### config.mk
export PLATFORM = sky130hd
export DESIGN_NAME = wdt_timer
export DESIGN_NICKNAME = d
export VERILOG_FILES = /design/src/logic/wdt_pkg.sv /design/src/logic/wdt_prescaler.sv /design/src/logic/wdt_timer.sv
export SDC_FILE = /design/constraint.sdc
export NUM_CORES = 1
export LEC_CHECK = 0
export ABC_AREA = 1
export BUFFER_PORTS_ARGS = -buffer_cell sky130_fd_sc_hd__buf_4
export CORE_AREA = 4 4 78 95
export CTS_CLUSTER_SIZE = 8
export DETAILED_ROUTE_END_ITERATION = 7
export DIE_AREA = 0 0 82 99
export PLACE_DENSITY = 0.78
export SLEW_MARGIN = 40
export SYNTH_ARGS = -nofsm -noshare
export SYNTH_HDL_FRONTEND = slang
export SYNTH_SLANG_ARGS = --single-unit
export TNS_END_PERCENT = 50
### constraint.sdc
create_clock -name clk -period 4.2 [get_ports clk]
set_clock_uncertainty 0.1 [all_clocks]
set_input_delay 1.05 -clock clk [delete_from_list [all_inputs] [get_ports clk]]
set_output_delay 1.05 -clock clk [all_outputs]
set_load 0.005 [all_outputs]
### src/logic/wdt_pkg.sv
// package for the watchdog reset timer: register map, fields, timing
// assumes a 200 MHz core clock driving the counters
package wdt_pkg;
    localparam logic [7:0] WDT_CTRL_ADDR  = 8'hc0;
    localparam logic [7:0] WDT_CTRL_RESET = 8'h00;
    localparam int WDT_ENABLE_BIT   = 0;
    localparam int WDT_STATUS_BIT   = 1;
    localparam int WDT_REF2_BIT     = 2;
    localparam int WDT_REF1_BIT     = 3;
    localparam int WDT_UNUSED_BIT   = 4;
    localparam int WDT_PRE_LSB      = 5;
    localparam int WDT_PRE_W        = 3;
    localparam int WDT_CNT_W        = 16;
    localparam int WDT_CLK_MHZ      = 200;
    localparam int WDT_BASE_MS      = 16;
    localparam int WDT_BASE_TICKS   = 65536;
    // cycles per counter tick so that 2^16 ticks span the base period
    localparam int WDT_TICK_CYCLES  =
        (WDT_BASE_MS * WDT_CLK_MHZ * 1000) / WDT_BASE_TICKS;
    localparam int WDT_RST_PULSE_CYCLES = 16;
    typedef enum logic [1:0] {
        WDT_REF_IDLE  = 2'b00,
        WDT_REF_ARMED = 2'b01
    } wdt_ref_e;
endpackage

### src/logic/wdt_prescaler.sv
// tick generator: one pulse every (ratio << shift) clock cycles
// assumes clear held by the owner while the watchdog is off
`timescale 1ns/10ps
module wdt_prescaler
    import wdt_pkg::*;
#(
    parameter int TICK_CYCLES = WDT_TICK_CYCLES
) (
    input  wire logic       clk,
    input  wire logic       rst,
    input  wire logic       clear,
    input  wire logic [2:0] shift,
    output logic            tick
);
    localparam int PW = 32;
    logic [PW-1:0] cnt_q;
    logic [PW-1:0] limit;

    assign limit = PW'(TICK_CYCLES) << shift;

    always_ff @(posedge clk or posedge rst) begin
        if (rst) begin
            cnt_q <= '0;
        end else if (clear || cnt_q >= limit - PW'(1)) begin
            cnt_q <= '0;
        end else begin
            cnt_q <= cnt_q + PW'(1);
        end
    end

    always_ff @(posedge clk or posedge rst) begin
        if (rst) begin
            tick <= 1'b0;
        end else begin
            tick <= !clear && (cnt_q >= limit - PW'(1));
        end
    end
endmodule

### src/logic/wdt_timer.sv
// watchdog reset timer with its bit-addressable control register
// assumes core-side sfr strobes on clk; ext_rst from a pin is synchronised
`timescale 1ns/10ps
module wdt_timer
    import wdt_pkg::*;
#(
    parameter int TICK_CYCLES = WDT_TICK_CYCLES,
    parameter int CNT_W       = WDT_CNT_W
) (
    input  wire logic       clk,
    input  wire logic       rst,
    input  wire logic       ext_rst,
    input  wire logic [7:0] sfr_addr,
    input  wire logic       sfr_wr,
    input  wire logic [7:0] sfr_wdata,
    input  wire logic       sfr_bit_wr,
    input  wire logic [2:0] sfr_bit_sel,
    input  wire logic       sfr_bit_val,
    output logic [7:0]      sfr_rdata,
    output logic            sys_reset
);
    logic             ext_s1_q;
    logic             ext_s2_q;
    logic             hit;
    logic [7:0]       ctrl_q;
    logic [7:0]       wr_val;
    logic             wr_en;
    logic [CNT_W-1:0] cnt_q;
    logic             tick;
    logic             timeout;
    logic             refresh_ok;
    logic             status_q;
    logic [4:0]       rst_cnt_q;
    wdt_ref_e         ref_q;
    logic             enable;
    logic [2:0]       pre_sel;
    logic             ref1_set;
    logic             ref2_set;
    logic             ref_start;
    logic             wr_byte;
    logic             wr_bit;
    logic             cnt_clear;
    logic             rst_busy;
    logic [7:0]       rd_word;

    // external reset pin synchroniser
    always_ff @(posedge clk or posedge rst) begin
        if (rst) begin
            ext_s1_q <= 1'b0;
            ext_s2_q <= 1'b0;
        end else begin
            ext_s1_q <= ext_rst;
            ext_s2_q <= ext_s1_q;
        end
    end

    assign hit     = (sfr_addr == WDT_CTRL_ADDR);
    assign wr_byte = hit && sfr_wr;
    assign wr_bit  = hit && sfr_bit_wr;
    assign wr_en   = wr_byte || wr_bit;

    // named fields of the stored control byte
    assign enable   = ctrl_q[WDT_ENABLE_BIT];
    assign pre_sel  = ctrl_q[WDT_PRE_LSB +: WDT_PRE_W];
    assign ref1_set = ctrl_q[WDT_REF1_BIT];
    assign ref2_set = ctrl_q[WDT_REF2_BIT];

    // byte write or single-bit read-modify-write; byte write wins
    always_comb begin
        wr_val = ctrl_q;
        if (wr_byte) begin
            wr_val = sfr_wdata;
        end else if (wr_bit) begin
            wr_val[sfr_bit_sel] = sfr_bit_val;
        end
    end

    // first half of a refresh: bit 3 newly set, bit 2 left clear
    assign ref_start = wr_val[WDT_REF1_BIT] && !ref1_set
                       && !wr_val[WDT_REF2_BIT];

    // second half: bit 2 newly set while bit 3 is still held
    assign refresh_ok = wr_en && ref_q == WDT_REF_ARMED
                        && wr_val[WDT_REF1_BIT]
                        && wr_val[WDT_REF2_BIT]
                        && !ref2_set;

    // counter wrap and tick coincide; enable drops on this edge
    assign timeout = enable && tick
                     && (&cnt_q);

    // counters held clear while off or on a refresh
    assign cnt_clear = !enable || refresh_ok;

    // control bits; status lives apart so it can outlive the watchdog reset
    always_ff @(posedge clk or posedge rst) begin
        if (rst) begin
            ctrl_q <= WDT_CTRL_RESET;
        end else if (ext_s2_q || timeout) begin
            ctrl_q <= WDT_CTRL_RESET;
        end else if (refresh_ok) begin
            ctrl_q <= wr_val;
            ctrl_q[WDT_REF1_BIT] <= 1'b0;
            ctrl_q[WDT_REF2_BIT] <= 1'b0;
            ctrl_q[WDT_UNUSED_BIT] <= 1'b0;
            ctrl_q[WDT_STATUS_BIT] <= 1'b0;
        end else if (wr_en) begin
            ctrl_q <= wr_val;
            ctrl_q[WDT_UNUSED_BIT] <= 1'b0;
            ctrl_q[WDT_STATUS_BIT] <= 1'b0;
        end
    end

    // refresh sequence tracker
    always_ff @(posedge clk or posedge rst) begin
        if (rst) begin
            ref_q <= WDT_REF_IDLE;
        end else if (ext_s2_q || timeout || refresh_ok) begin
            ref_q <= WDT_REF_IDLE;
        end else if (wr_en) begin
            case (ref_q)
                WDT_REF_IDLE: begin
                    if (ref_start) begin
                        ref_q <= WDT_REF_ARMED;
                    end
                end
                WDT_REF_ARMED: begin
                    if (!wr_val[WDT_REF1_BIT]) begin
                        ref_q <= WDT_REF_IDLE;
                    end
                end
                default: ref_q <= WDT_REF_IDLE;
            endcase
        end
    end

    // status: set by timeout wins, cleared only by power-on or ext reset
    always_ff @(posedge clk or posedge rst) begin
        if (rst) begin
            status_q <= 1'b0;
        end else if (timeout) begin
            status_q <= 1'b1;
        end else if (ext_s2_q) begin
            status_q <= 1'b0;
        end
    end

    wdt_prescaler #(
        .TICK_CYCLES (TICK_CYCLES)
    ) u_prescaler (
        .clk   (clk),
        .rst   (rst),
        .clear (cnt_clear),
        .shift (pre_sel),
        .tick  (tick)
    );

    // sixteen-bit timeout counter
    always_ff @(posedge clk or posedge rst) begin
        if (rst) begin
            cnt_q <= '0;
        end else if (cnt_clear) begin
            cnt_q <= '0;
        end else if (tick) begin
            cnt_q <= cnt_q + CNT_W'(1);
        end
    end

    // stretched system reset pulse
    always_ff @(posedge clk or posedge rst) begin
        if (rst) begin
            rst_cnt_q <= '0;
        end else if (timeout) begin
            rst_cnt_q <= 5'(WDT_RST_PULSE_CYCLES);
        end else if (rst_cnt_q != 5'h00) begin
            rst_cnt_q <= rst_cnt_q - 5'h01;
        end
    end

    assign rst_busy = (rst_cnt_q > 5'h01);

    always_ff @(posedge clk or posedge rst) begin
        if (rst) begin
            sys_reset <= 1'b0;
        end else begin
            sys_reset <= timeout || rst_busy;
        end
    end

    // read view: status from its own flop, unused bit forced low
    always_comb begin
        rd_word                           = 8'h00;
        rd_word[WDT_PRE_LSB +: WDT_PRE_W] = pre_sel;
        rd_word[WDT_UNUSED_BIT]           = 1'b0;
        rd_word[WDT_REF1_BIT]             = ref1_set;
        rd_word[WDT_REF2_BIT]             = ref2_set;
        rd_word[WDT_STATUS_BIT]           = status_q;
        rd_word[WDT_ENABLE_BIT]           = enable;
    end

    always_ff @(posedge clk or posedge rst) begin
        if (rst) begin
            sfr_rdata <= 8'h00;
        end else if (hit) begin
            sfr_rdata <= rd_word;
        end else begin
            sfr_rdata <= 8'h00;
        end
    end
endmodule

* Word-level counts from Yosys, hierarchy flattened
Cells that the tools add are included.
Word-level totals: bits in registers 76, input port bits 25, output and inout bits 9, logic and storage cells 77
Operators by class: $add $sub $neg 4, order comparisons 4, eq/ne operators 4, shift-type cells 1, mux-type cells 21, reductions and logical operators 32
Operators by type and width (number):
- $mux 8 | 6
- $add 32x1->32 const B | 1
- $ge 32x32->1 | 1
- $mux 16 | 2
- $mux 32 | 1
- $shl 6x3->32 const A | 1
- $sub 32x1->32 const B | 1
- $add 16x1->16 const B | 1
- $reduce_and 16->1 | 1
- $logic_and 1x1->1 | 12
- $mux 5 | 2
- $bwmux 8 | 1
- $eq 8x8->1 const B | 1
- $mux 2 | 4
- $reduce_bool 2->1 | 4
- $logic_or 1x1->1 | 6
- $gt 5x1->1 const B | 1
- $logic_not 1->1 | 5
- $reduce_bool 5->1 | 1
- $sub 5x1->5 const B | 1
- $lt 3x4->1 const B | 1
- $pmux 2 s2 | 1
- $demux 1 s3 | 1
- $ge 3x1->1 const B | 1
- other kinds (7) | 9

* Depth between registers and ports, before layout
Gate-level depths: netlist of run 1.
depth after elaboration 13, mapped depth 17

* Hierarchy
A second synthesis of run 1 with hierarchy kept.
Second synthesis, totals: cells, all modules 440, area, all modules 3872.5 um^2
By module, submodules not included:
- wdt_timer | instances 1, cells each 260, area an instance 2164.6 um^2, sequential area each 975.9 um^2
- wdt_prescaler | instances 1, cells each 180, area an instance 1707.9 um^2, sequential area each 825.8 um^2

* Least setup slack after synthesis of run 1
No wires, ideal clock.
path type input-to-reg, from in sfr_addr[3], to reg u_prescaler.cnt_q[5], library setup time 0.124 ns, arrival 2.190 ns, data required time 3.976 ns, setup slack 1.786 ns, stages on the path 12, buffers on the path 2, cells stage by stage nor2_1 nand2_1 nor2_2 buf_6 nand2_4 nand2_2 nand2_2 a21oi_4 nand2_4 nand3_4 buf_12 nor2_4
On the way: word-level cells in the longest chain between the ends 10
Ends and longest elaborated chain:
- start: declaration | RTL line wdt_timer.sv:13 | input wire logic [7:0] sfr_addr,
- $eq 8x8->1 * | RTL line wdt_timer.sv:57 | assign hit = (sfr_addr == WDT_CTRL_ADDR);
- $logic_and 1x1->1 (on tied branches) | RTL line wdt_timer.sv:59, wdt_timer.sv:58
- $mux 8 or $logic_or 1x1->1 (tied branches) | RTL line wdt_timer.sv:73, wdt_timer.sv:60
- $mux 8 or $logic_and 1x1->1 (tied branches) | RTL line wdt_timer.sv:71, wdt_timer.sv:83
- $logic_and 1x1->1 | RTL line wdt_timer.sv:84 | && wr_val[WDT_REF1_BIT]
- $logic_and 1x1->1 * | RTL line wdt_timer.sv:85 | && wr_val[WDT_REF2_BIT]
- $logic_and 1x1->1 * | RTL line wdt_timer.sv:86 | && !ref2_set;
- $logic_or 1x1->1 * | RTL line wdt_timer.sv:93 | assign cnt_clear = !enable || refresh_ok;
- $logic_or 1x1->1 * | RTL line wdt_prescaler.sv:24 | end else if (clear || cnt_q >= limit - PW'(1)) begin
- $mux 32 * | RTL line wdt_prescaler.sv:24
- end signal: assignment | RTL line wdt_prescaler.sv:27 | cnt_q <= cnt_q + PW'(1);
- end: declaration | RTL line wdt_prescaler.sv:16 | logic [PW-1:0] cnt_q;
Every way passes the cells marked *; elsewhere a longest branch is shown, timed or not. A chain may end at the register's enable or synchronous reset.

* Final worst setup path of run 1
from reg ctrl_q[6], to reg u_prescaler.cnt_q[4]
On the way: word-level cells in the longest chain between the ends 5
Ends and longest elaborated chain:
- start: declaration | RTL line wdt_timer.sv:25 | logic [7:0] ctrl_q;
- start signal: assignment | RTL line wdt_timer.sv:102 | ctrl_q <= wr_val;
- start signal: assignment | RTL line wdt_timer.sv:108 | ctrl_q <= wr_val;
- $shl 6x3->32 | RTL line wdt_prescaler.sv:19 | assign limit = PW'(TICK_CYCLES) << shift;
- $sub 32x1->32 | RTL line wdt_prescaler.sv:24
- $ge 32x32->1 | RTL line wdt_prescaler.sv:24
- $logic_or 1x1->1 | RTL line wdt_prescaler.sv:24
- $mux 32 | RTL line wdt_prescaler.sv:24
Every way passes these cells.

==> results of run 1 <==
-- per-layer routing --
layer	vias to the layer above	global-route usage [%]	wire length, um
met2	49	33.4	3690
li1	1503	-	-
met5	-	0	0
met1	1407	22.2	3030
met3	11	3.29	215
met4	0	8.82	122
-- area by class of cell --
type	count	share of cell area, %
Sequential cell	72	41.6
Timing Repair Buffer	32	5.54
Multi-Input combinational cell	322	40.9
Tap cell	85	2.45
Inverter	59	5.11
Clock inverter	3	0.981
Clock buffer	11	3.49
-- metrics by stage --
stage	std cells	instance area, sq um	util, %
2_1_floorplan	459	3850	-
3_3_place_gp	570	4140	64.6
3_5_place_dp	570	4140	64.6
4_1_cts	584	4340	67.7
5_1_grt	584	4340	67.7
6_report	584	4340	67.7
-- where the power goes --
group	internal [uW]	total [uW]	switching (uW)
combinational	35.1	94.0	59.0
clock	299	545	246
sequential	707	717	9.75
total	1040	1360	315
-- cells in the mapped netlist --
library cell	instances
nor2_4	5
and2_1	1
conb_1	2
buf_6	2
ha_1	18
o21a_1	1
a21oi_4	1
nand2_2	3
and3_1	1
buf_2	1
nor2_2	7
clkinv_1	1
nor3_2	1
nand4_1	13
buf_4	1
nand3_1	30
or2_2	2
o21ai_0	15
nand2_1	82
o211ai_1	5
o2111ai_1	1
dfrtp_1	72
nor2_1	60
nor4_1	4
a31o_2	1
nor3_1	16
o21ai_2	1
clkbuf_1	1
inv_1	58
xor2_1	14
a21oi_1	8
xnor2_1	6
buf_12	1
nand2_4	3
nand3b_1	3
nand3_4	1
-- final timing paths --
path                       depth (start not counted)                    end  slack, ps
max                                               16   u_prescaler.cnt_q[4]       1270
max reg2reg                                       16   u_prescaler.cnt_q[4]       1270
max in group asynchronous                          3  u_prescaler.cnt_q[27]       2570
min                                                0               ext_s2_q        240
min in group asynchronous                          2           sfr_rdata[1]        690
min reg2reg                                        0               ext_s2_q        240
-- logic make-up (layout without fill, tap and decap cells) --
group / after synthesis / in the layout / share of synthesized area (%)
adders and majority gates: 18 / 18 / 5.94
buffers and inverters: 65 / 105 / 7.39
and+or+nand+nor: 232 / 232 / 29.0
xor gates and xnor gates: 20 / 20 / 4.62
DFF: 72 / 72 / 47.5
other: 2 / 19 / 0.198
AOI/OAI and AO/OA: 33 / 33 / 5.35
-- state kept, by name, summed over array words and instances (netlist names), 5 cells and up --
name / flops
cnt_q: 16
sfr_rdata: 7
u_prescaler.cnt_q: 32
rst_cnt_q: 5
ctrl_q: 6
==> reports/qor.txt, run 1 <==
first-pass GRT wire length: 12200 um
area share of the largest cell type after synthesis: 47.5%
crit path DAT: 3090 ps
Crit path largest cell delay: 410 ps
CTS tree: built
pwr dens: 313 nW/um^2
RR Startpoint: ctrl_q[6]
Leakage Power: 0.00212 uW
CP top delay family: simple AND/OR/NAND/NOR gates
share of layout cells above drive strength 1: 14.4%
chip height: 99 um
number of hold violations in the final report: 0
WL final: 7060 um
vias in the first global route: 2913
Crit. Startpoint: ctrl_q[6]
Post-Syn Instances: 442
slowest CP cell: dfrtp_1
Final nets: 539
postcts setup bufs: 0
commonest non-fill, non-tap cells in the layout: nand2_1, dfrtp_1, nor2_1
die area: 8120 sq um
Post-Syn Area: 3790 sq um
first drt pass iteration count: 5
sequential share of the synthesized area: 47.5%
Routed WL per cell: 12.1 um
hold_buf cts: 0
CTS root buf: clkbuf_8
Pwr Total: 1360 uW
area added between synthesis and finish: 14.4%
status: complete, no violations
initial core utilization: 59.2%
GRT overflow: 0
CP Max Fanout: 15
final setup vio count: 0
startpoint types: flop
setup TNS: 0 ps
overall global routing resource usage: 19.1%
Buf/Inv on CP: 3
CTS max path bufs: 2
port buffer count: 30
# rows: 32
Max-cap violations: 0
Max Slew Vio Count: 0
largest net degree at the start of global routing: 32
hold crit path type: flop to flop
DP Wirelength: 5130 um
Setup WS post-layout: 1270 ps
I/O Pins: 34
Worst Hold Launch: ext_s1_q
n_diodes: 0
Yosys reg bits: 72
Avg Vias per Cell: 5.09
Final min period: 2930 ps
TritonCTS Buffers: 9
most common cell after layout, fill and taps aside: nand2_1
Min Hold Slack: 243 ps
routed vias: 2970
critical path type: flop to flop
post-cts sizing count: 0
crit-path cells: inv_1 > ha_1 > o21ai_0 > nand2_1 > o21ai_0 > inv_1 > ha_1 > nand2_1 > inv_1 > nand4_1 > o211ai_1 > nand3_1 > nand2_1 > nor2_1 > nand3_4 > nor2_1
Routability Congestion: 0.818
Horiz. Die Dim: 82 um
Initial DRC Count: 116
CTS clk-pin slew, worst paths: 80 ps
worst slew pin tran: 647 ps
Sequential cell area: 1800 sq um
synthesis warning total: 0
antenna violations before repair: 0
Worst slew margin: 56.8%
worst path required time: 4360 ps
cell taking the most area after synthesis: dfrtp_1
post-synthesis average cell area: 8.57 sq um
Clock Latency Late Sink: 340 ps
worst vdd ir: 0.182 mV
RSZ-0062 raised after global routing: false
post-synthesis cell type count: 36
Fill cells: 515
multi-input logic area: 1770 sq um
Place WS: 1150 ps
FMAX: 341 MHz
H-tree levels: 3
DRC violations left: 0
Synth area leaders: dfrtp_1, nand2_1, ha_1, nor2_1, inv_1
Final Cycle Share: 69.8%
core area: 6410 sq um
Crit. End Element: flop
CTS sink cnt: 72
Post-DRT Antenna Nets: 0
(Power assumes the default switching activity.)
==> inputs of run 2 (changes only) <==
--- a/config.mk
+++ b/config.mk
@@ -7,11 +7,11 @@
 export LEC_CHECK = 0
 export ABC_AREA = 1
 export BUFFER_PORTS_ARGS = -buffer_cell sky130_fd_sc_hd__buf_4
-export CORE_AREA = 4 4 78 95
+export CORE_AREA = 4 4 82 99
 export CTS_CLUSTER_SIZE = 8
 export DETAILED_ROUTE_END_ITERATION = 7
-export DIE_AREA = 0 0 82 99
-export PLACE_DENSITY = 0.78
+export DIE_AREA = 0 0 86 103
+export PLACE_DENSITY = 0.75
 export SLEW_MARGIN = 40
 export SYNTH_ARGS = -nofsm -noshare
 export SYNTH_HDL_FRONTEND = slang
==> constraint.sdc (replaced) <==
create_clock -name clk -period 2.67 [get_ports clk]
set_clock_uncertainty 0.1 [all_clocks]
set_input_delay 0.6675 -clock clk [delete_from_list [all_inputs] [get_ports clk]]
set_output_delay 0.6675 -clock clk [all_outputs]
set_load 0.005 [all_outputs]
==> run 2 against run 1 <==
  * First-iteration DRC count up 24%
  * Sequential power up 58%
  * Sequential share of layout area down 0.93 points
  * Non-clock buffer count up 6
  * Core utilization down 6.0 points
  * Cell count up 2.1%
  * Final area up 2.3%
  * Clock power up 39%
  * Die area up 9.1%
  * Sequential cell count unchanged
  * Clock-buffer cell count up 1
==> reports/qor.txt, run 2 (same netlist as run 1, synthesis figures left out) <==
CTS tree: built
Initial DRC Count: 144 (+24%)
TritonCTS Buffers: 9 (unchanged)
setup TNS: 0 ps (unchanged)
WL final: 6990 um (-1.0%)
Crit. End Element: flop
Horiz. Die Dim: 86 um (+4.9%)
area added between synthesis and finish: 17.0%
placed insts: 579 (+1.6%)
Min-Delay Path Depth: 0 (unchanged)
Clock Latency Late Sink: 350 ps (about the same)
status: complete, no violations
Non-Filler Instances: 596 (+2.1%)
n_diodes: 0 (unchanged)
Routability Congestion: 0.808 (-1.3%)
pwr dens: 462 nW/um^2 (+48%)
H-tree levels: 3 (unchanged)
worst vdd ir: 0.312 mV (+71%)
commonest non-fill, non-tap cells in the layout: nand2_1, dfrtp_1, nor2_1
FMAX: 395 MHz (+16%)
critical path type: flop to flop
startpoint types: flop
Post-DRT Antenna Nets: 0 (unchanged)
crit path DAT: 2710 ps (-380 ps)
CTS clk-pin slew, worst paths: 70 ps (about the same)
die area: 8860 sq um (+9.1%)
slowest CP cell: dfrtp_1
share of layout cells above drive strength 1: 17.0% (+2.6 points)
largest net degree at the start of global routing: 73 (+130%)
first-pass GRT wire length: 12300 um (+1.1%)
port buffer count: 30 (unchanged)
Routed WL per cell: 11.7 um (-3.0%)
chip height: 103 um (+4.0%)
# rows: 34 (+6.3%)
routed vias: 2954 (-0.54%)
DP Wirelength: 4990 um (-2.8%)
CP top delay family: simple AND/OR/NAND/NOR gates
worst path required time: 2850 ps (-1510 ps)
Buf/Inv on CP: 2 (-1)
I/O Pins: 34 (unchanged)
CTS root buf: clkbuf_8
core area: 7190 sq um (+12%)
GRT overflow: 0 (unchanged)
CTS sink cnt: 72 (unchanged)
Pwr Total: 2050 uW (+51%)
first drt pass iteration count: 4 (-1)
antenna violations before repair: 0 (unchanged)
Avg Vias per Cell: 4.96 (-2.5%)
Biggest register: u_prescaler.cnt_q
Max Slew Vio Count: 0 (unchanged)
CP Max Fanout: 15 (unchanged)
DRC violations left: 0 (unchanged)
vias in the first global route: 2877 (-1.2%)
crit-path cells: inv_2 > ha_4 > or2_2 > nand3_1 > ha_1 > nand2_1 > o21ai_0 > a21oi_1 > nand2_2 > nor2_4 > nand3_4 > buf_12 > nor2_1
number of hold violations in the final report: 0 (unchanged)
Final min period: 2530 ps (-399 ps)
reg2reg path depth: 13 (-3)
max FFs per register: 32 (unchanged)
Crit path largest cell delay: 400 ps (about the same)
hold crit path type: flop to flop
final setup vio count: 0 (unchanged)
Final Cycle Share: 94.8% (+25 points)
CTS max path bufs: 2 (unchanged)
initial core utilization: 52.7% (-6.4 points)
Max-cap violations: 0 (unchanged)
most common cell after layout, fill and taps aside: nand2_1
Largest regs: u_prescaler.cnt_q (32), cnt_q (16), sfr_rdata (7)
Final nets: 545 (+1.1%)
Leakage Power: 0.00216 uW (+1.6%)
overall global routing resource usage: 17.4% (-1.7 points)
cell count along the critical path: 13 (-3)
## run 2: where the power goes
group / internal (uW) / switching (uW)
sequential: 1110 / 14.2
clock: 380 / 379
combinational: 67.0 / 98.0
## run 2: final cells by class
| cell class | count | area [sq um] |
|---|---|---|
| clock inverter | 3 | 17.5 |
| multi-input combinational | 322 | 1820 |
| inverter | 59 | 221 |
| clock buffer | 12 | 155 |
| timing repair buffer | 38 | 310 |
| tap | 90 | 113 |
| sequential | 72 | 1800 |
| fill | 618 | 2760 |
## run 2: worst paths after layout
path / startpoint / to / slack, ps
max in group asynchronous: rst / cnt_q[7] / 1880
worst min register to register: ext_s1_q / ext_s2_q / 260
worst max register to register: ctrl_q[5] / u_prescaler.cnt_q[0] / 140
min in group asynchronous: rst / u_prescaler.cnt_q[21] / 300
worst max-delay path: ctrl_q[5] / u_prescaler.cnt_q[0] / 140
worst min-delay path: ext_s1_q / ext_s2_q / 260
## run 2: routing by layer
metal | track usage (%) | vias up | routed length (um)
met4 | 5.85 | 0 | 104
met1 | 20.7 | 1406 | 2920
met2 | 31.3 | 24 | 3800
li1 | - | 1513 | -
met3 | 3.60 | 11 | 160
met5 | 0 | - | 0
## run 2: stage by stage
stage	cell area (sq um)	hold WS [ps]	setup slack, ps	utilization [%]
after floorplan	3850	231	77.6	-
after global placement	4200	247	166	58.5
after detailed placement	4200	247	61.8	58.5
after CTS	4380	263	9.68	60.9
after global routing	4430	274	-17.6	61.7
final	4430	261	139	61.7
## run 2: timing repair
action	CTS	global route
setup buffers	0	2
resized for setup	0	12
hold buffers	0	0
endpoints found under the setup margin	0	16
==> inputs of run 3 (changes only) <==
==> constraint.sdc (replaced) <==
create_clock -name clk -period 2.67 [get_ports clk]
set_clock_uncertainty 0.1 [all_clocks]
set_input_delay 0.1335 -clock clk [delete_from_list [all_inputs] [get_ports clk]]
set_output_delay 0.1335 -clock clk [all_outputs]
set_load 0.005 [all_outputs]
==> run 3 against run 2 <==
  * Largest cell class is now registers
  * Hold slack worse by 200 ps
  * Combinational power about the same
  * Sequential cell count unchanged
==> reports/qor.txt, run 3 (same netlist as run 1, synthesis figures left out) <==
die area: 8860 sq um (unchanged)
antenna violations before repair: 0 (unchanged)
largest net degree at the start of global routing: 73 (unchanged)
most common cell after layout, fill and taps aside: nand2_1
Top cell by count, worst path: nor2_1
pwr dens: 504 nW/um^2 (+9.1%)
Fill cells: 617 (-0.16%)
Crit path largest cell delay: 350 ps (-50 ps)
Sw Share: 23.4% (-0.51 points)
commonest non-fill, non-tap cells in the layout: nand2_1, dfrtp_1, nor2_1
startpoint types: flop
Clock Latency Late Sink: 340 ps (about the same)
crit path DAT: 2670 ps (-40 ps)
H-tree levels: 3 (unchanged)
Biggest register: u_prescaler.cnt_q
WL final: 7130 um (+2.1%)
CTS max path bufs: 2 (unchanged)
Non-Filler Instances: 598 (+0.34%)
Post-DRT Antenna Nets: 0 (unchanged)
CP Max Fanout: 15 (unchanged)
crit-path cells: inv_1 > ha_2 > nor2_1 > nor2_1 > nor2_1 > ha_1 > nand2_1 > inv_1 > nand4_1 > o211ai_1 > nand3_1 > nand2_2 > nor2_4 > nand3_4 > buf_12 > nor2_2
switching power total: 530 uW (+7.9%)
CTS sink cnt: 72 (unchanged)
Buf/Inv on CP: 3 (+1)
Routability Congestion: 0.844 (+4.5%)
TritonCTS Buffers: 9 (unchanged)
first drt pass iteration count: 4 (unchanged)
status: complete, no violations
Final Cycle Share: 93.3% (-1.5 points)
Setup WS post-layout: 180 ps (+41.2 ps)
CP top delay family: simple AND/OR/NAND/NOR gates
placed insts: 578 (-0.17%)
initial core utilization: 52.7% (unchanged)
CTS clk-pin slew, worst paths: 80 ps (about the same)
routed vias: 2997 (+1.5%)
Gate power share: 7.2% (-0.9 points)
number of hold violations in the final report: 0 (unchanged)
critical path type: flop to flop
# rows: 34 (unchanged)
Largest regs: u_prescaler.cnt_q (32), cnt_q (16), sfr_rdata (7)
slowest CP cell: dfrtp_1
max FFs per register: 32 (unchanged)
share of layout cells above drive strength 1: 17.1% (+0.13 points)
WL met1: 3020 um (+3.4%)
clock share of power: 43.0% (+6.0 points)
Routed WL per cell: 11.9 um (+1.8%)
final setup vio count: 0 (unchanged)
core area: 7190 sq um (unchanged)
CTS root buf: clkbuf_8
setup TNS: 0 ps (unchanged)
FMAX: 402 MHz (+1.7%)
port buffer count: 30 (unchanged)
met2 WL: 3750 um (-1.3%)
Crit. End Element: flop
Final nets: 546 (+0.18%)
hold crit path type: primary input to flop
area added between synthesis and finish: 18.3%
Max-cap violations: 0 (unchanged)
Leakage Power: 0.00218 uW (+1.2%)
Initial DRC Count: 141 (-2.1%)
top layer in use: met4
overall global routing resource usage: 17.4% (about the same)
GRT overflow: 0 (unchanged)
Avg Vias per Cell: 5.01 (+1.1%)
worst vdd ir: 0.459 mV (+47%)
first-pass GRT wire length: 12400 um (+0.46%)
n_diodes: 0 (unchanged)
DP Wirelength: 5080 um (+1.7%)
Seq pwr share: 49.8% (-5.2 points)
chip height: 103 um (unchanged)
Final min period: 2490 ps (-41.2 ps)
vias in the first global route: 2953 (+2.6%)
Max Slew Vio Count: 0 (unchanged)
DRC violations left: 0 (unchanged)
Horiz. Die Dim: 86 um (unchanged)
I/O Pins: 34 (unchanged)
Power Internal: 1730 uW (+11%)
Place WS: 10.6 ps (-51.2 ps)
worst path required time: 2850 ps (about the same)
CTS tree: built
met3 WL post-DR: 252 um (+57%)
[run 3: cell types whose count changed in the layout (fill, tap and decap cells not counted)]
cell / delta
nand2_2: +1
clkinv_2: -1
ha_4: -2
ha_1: +1
dlygate4sd3_1: +2
bufinv_16: +2
clkinv_4: +1
nand2_1: -1
clkbuf_8: -1
buf_4: -1
clkbuf_1: -1
ha_2: +1
inv_6: +1
[run 3: repair_timing]
action | in CTS | in global routing
setup endpoints to repair | 0 | 16
endpoints found under the hold margin | 73 | 0
resized for setup | 0 | 11
hold buffers | 2 | 0
buffers inserted | 0 | 2
[run 3: cell type report]
class | instances | area [sq um] | share of cell area (%)
clock buffer | 10 | 138 | 3.07
timing repair buffer | 39 | 323 | 7.20
multi-input combinational | 322 | 1800 | 40.1
sequential | 72 | 1800 | 40.2
clock inverter | 6 | 90.1 | 2.01
tap | 90 | 113 | 2.51
inverter | 59 | 221 | 4.94
[run 3: per-layer routing]
metal  global-route usage (%)  up-vias
li1                         -     1523
met1                     20.8     1412
met2                     30.6       48
met3                     3.92       14
met4                     6.46        0
met5                        0        -
[run 3: per-stage QoR]
stage	util, %	hold WS (ps)	cell area (sq um)	total power, uW
after global placement	58.4	144	4200	1290
after floorplan	-	64.9	3850	1240
after CTS	61.8	52.9	4440	2280
after global routing	62.3	82.8	4480	2360
final	62.3	61.3	4480	2260
after detailed placement	58.4	144	4200	1300
[run 3: power by group through the flow]
stage                     Clock [uW]  Combinational (uW)  Sequential [uW]
after global placement             0                 147             1150
after floorplan                    0                97.5             1140
after detailed placement           0                 152             1150
after CTS                        994                 156             1130
after global routing            1040                 187             1130
final                            973                 162             1130
[run 3: final timing paths]
check / startpoint / to / cells past startpoint / slack (ps)
worst max register to register: ctrl_q[6] / u_prescaler.cnt_q[3] / 16 / 180
max in group asynchronous: rst / ctrl_q[7] / 4 / 1860
min in group asynchronous: rst / cnt_q[7] / 4 / 320
worst min register to register: ext_s1_q / ext_s2_q / 0 / 260
worst max-delay path: ctrl_q[6] / u_prescaler.cnt_q[3] / 16 / 180
worst min-delay path: sfr_wdata[5] / ctrl_q[5] / 5 / 60
[run 3: worst register-to-register path, cell delays in order (launching register included)]
cell,delay (ps)
dfrtp_1,350
inv_1,60
ha_2,350
nor2_1,60
nor2_1,130
nor2_1,60
ha_1,290
nand2_1,100
inv_1,40
nand4_1,90
o211ai_1,110
nand3_1,120
nand2_2,70
nor2_4,130
nand3_4,80
buf_12,170
nor2_2,90
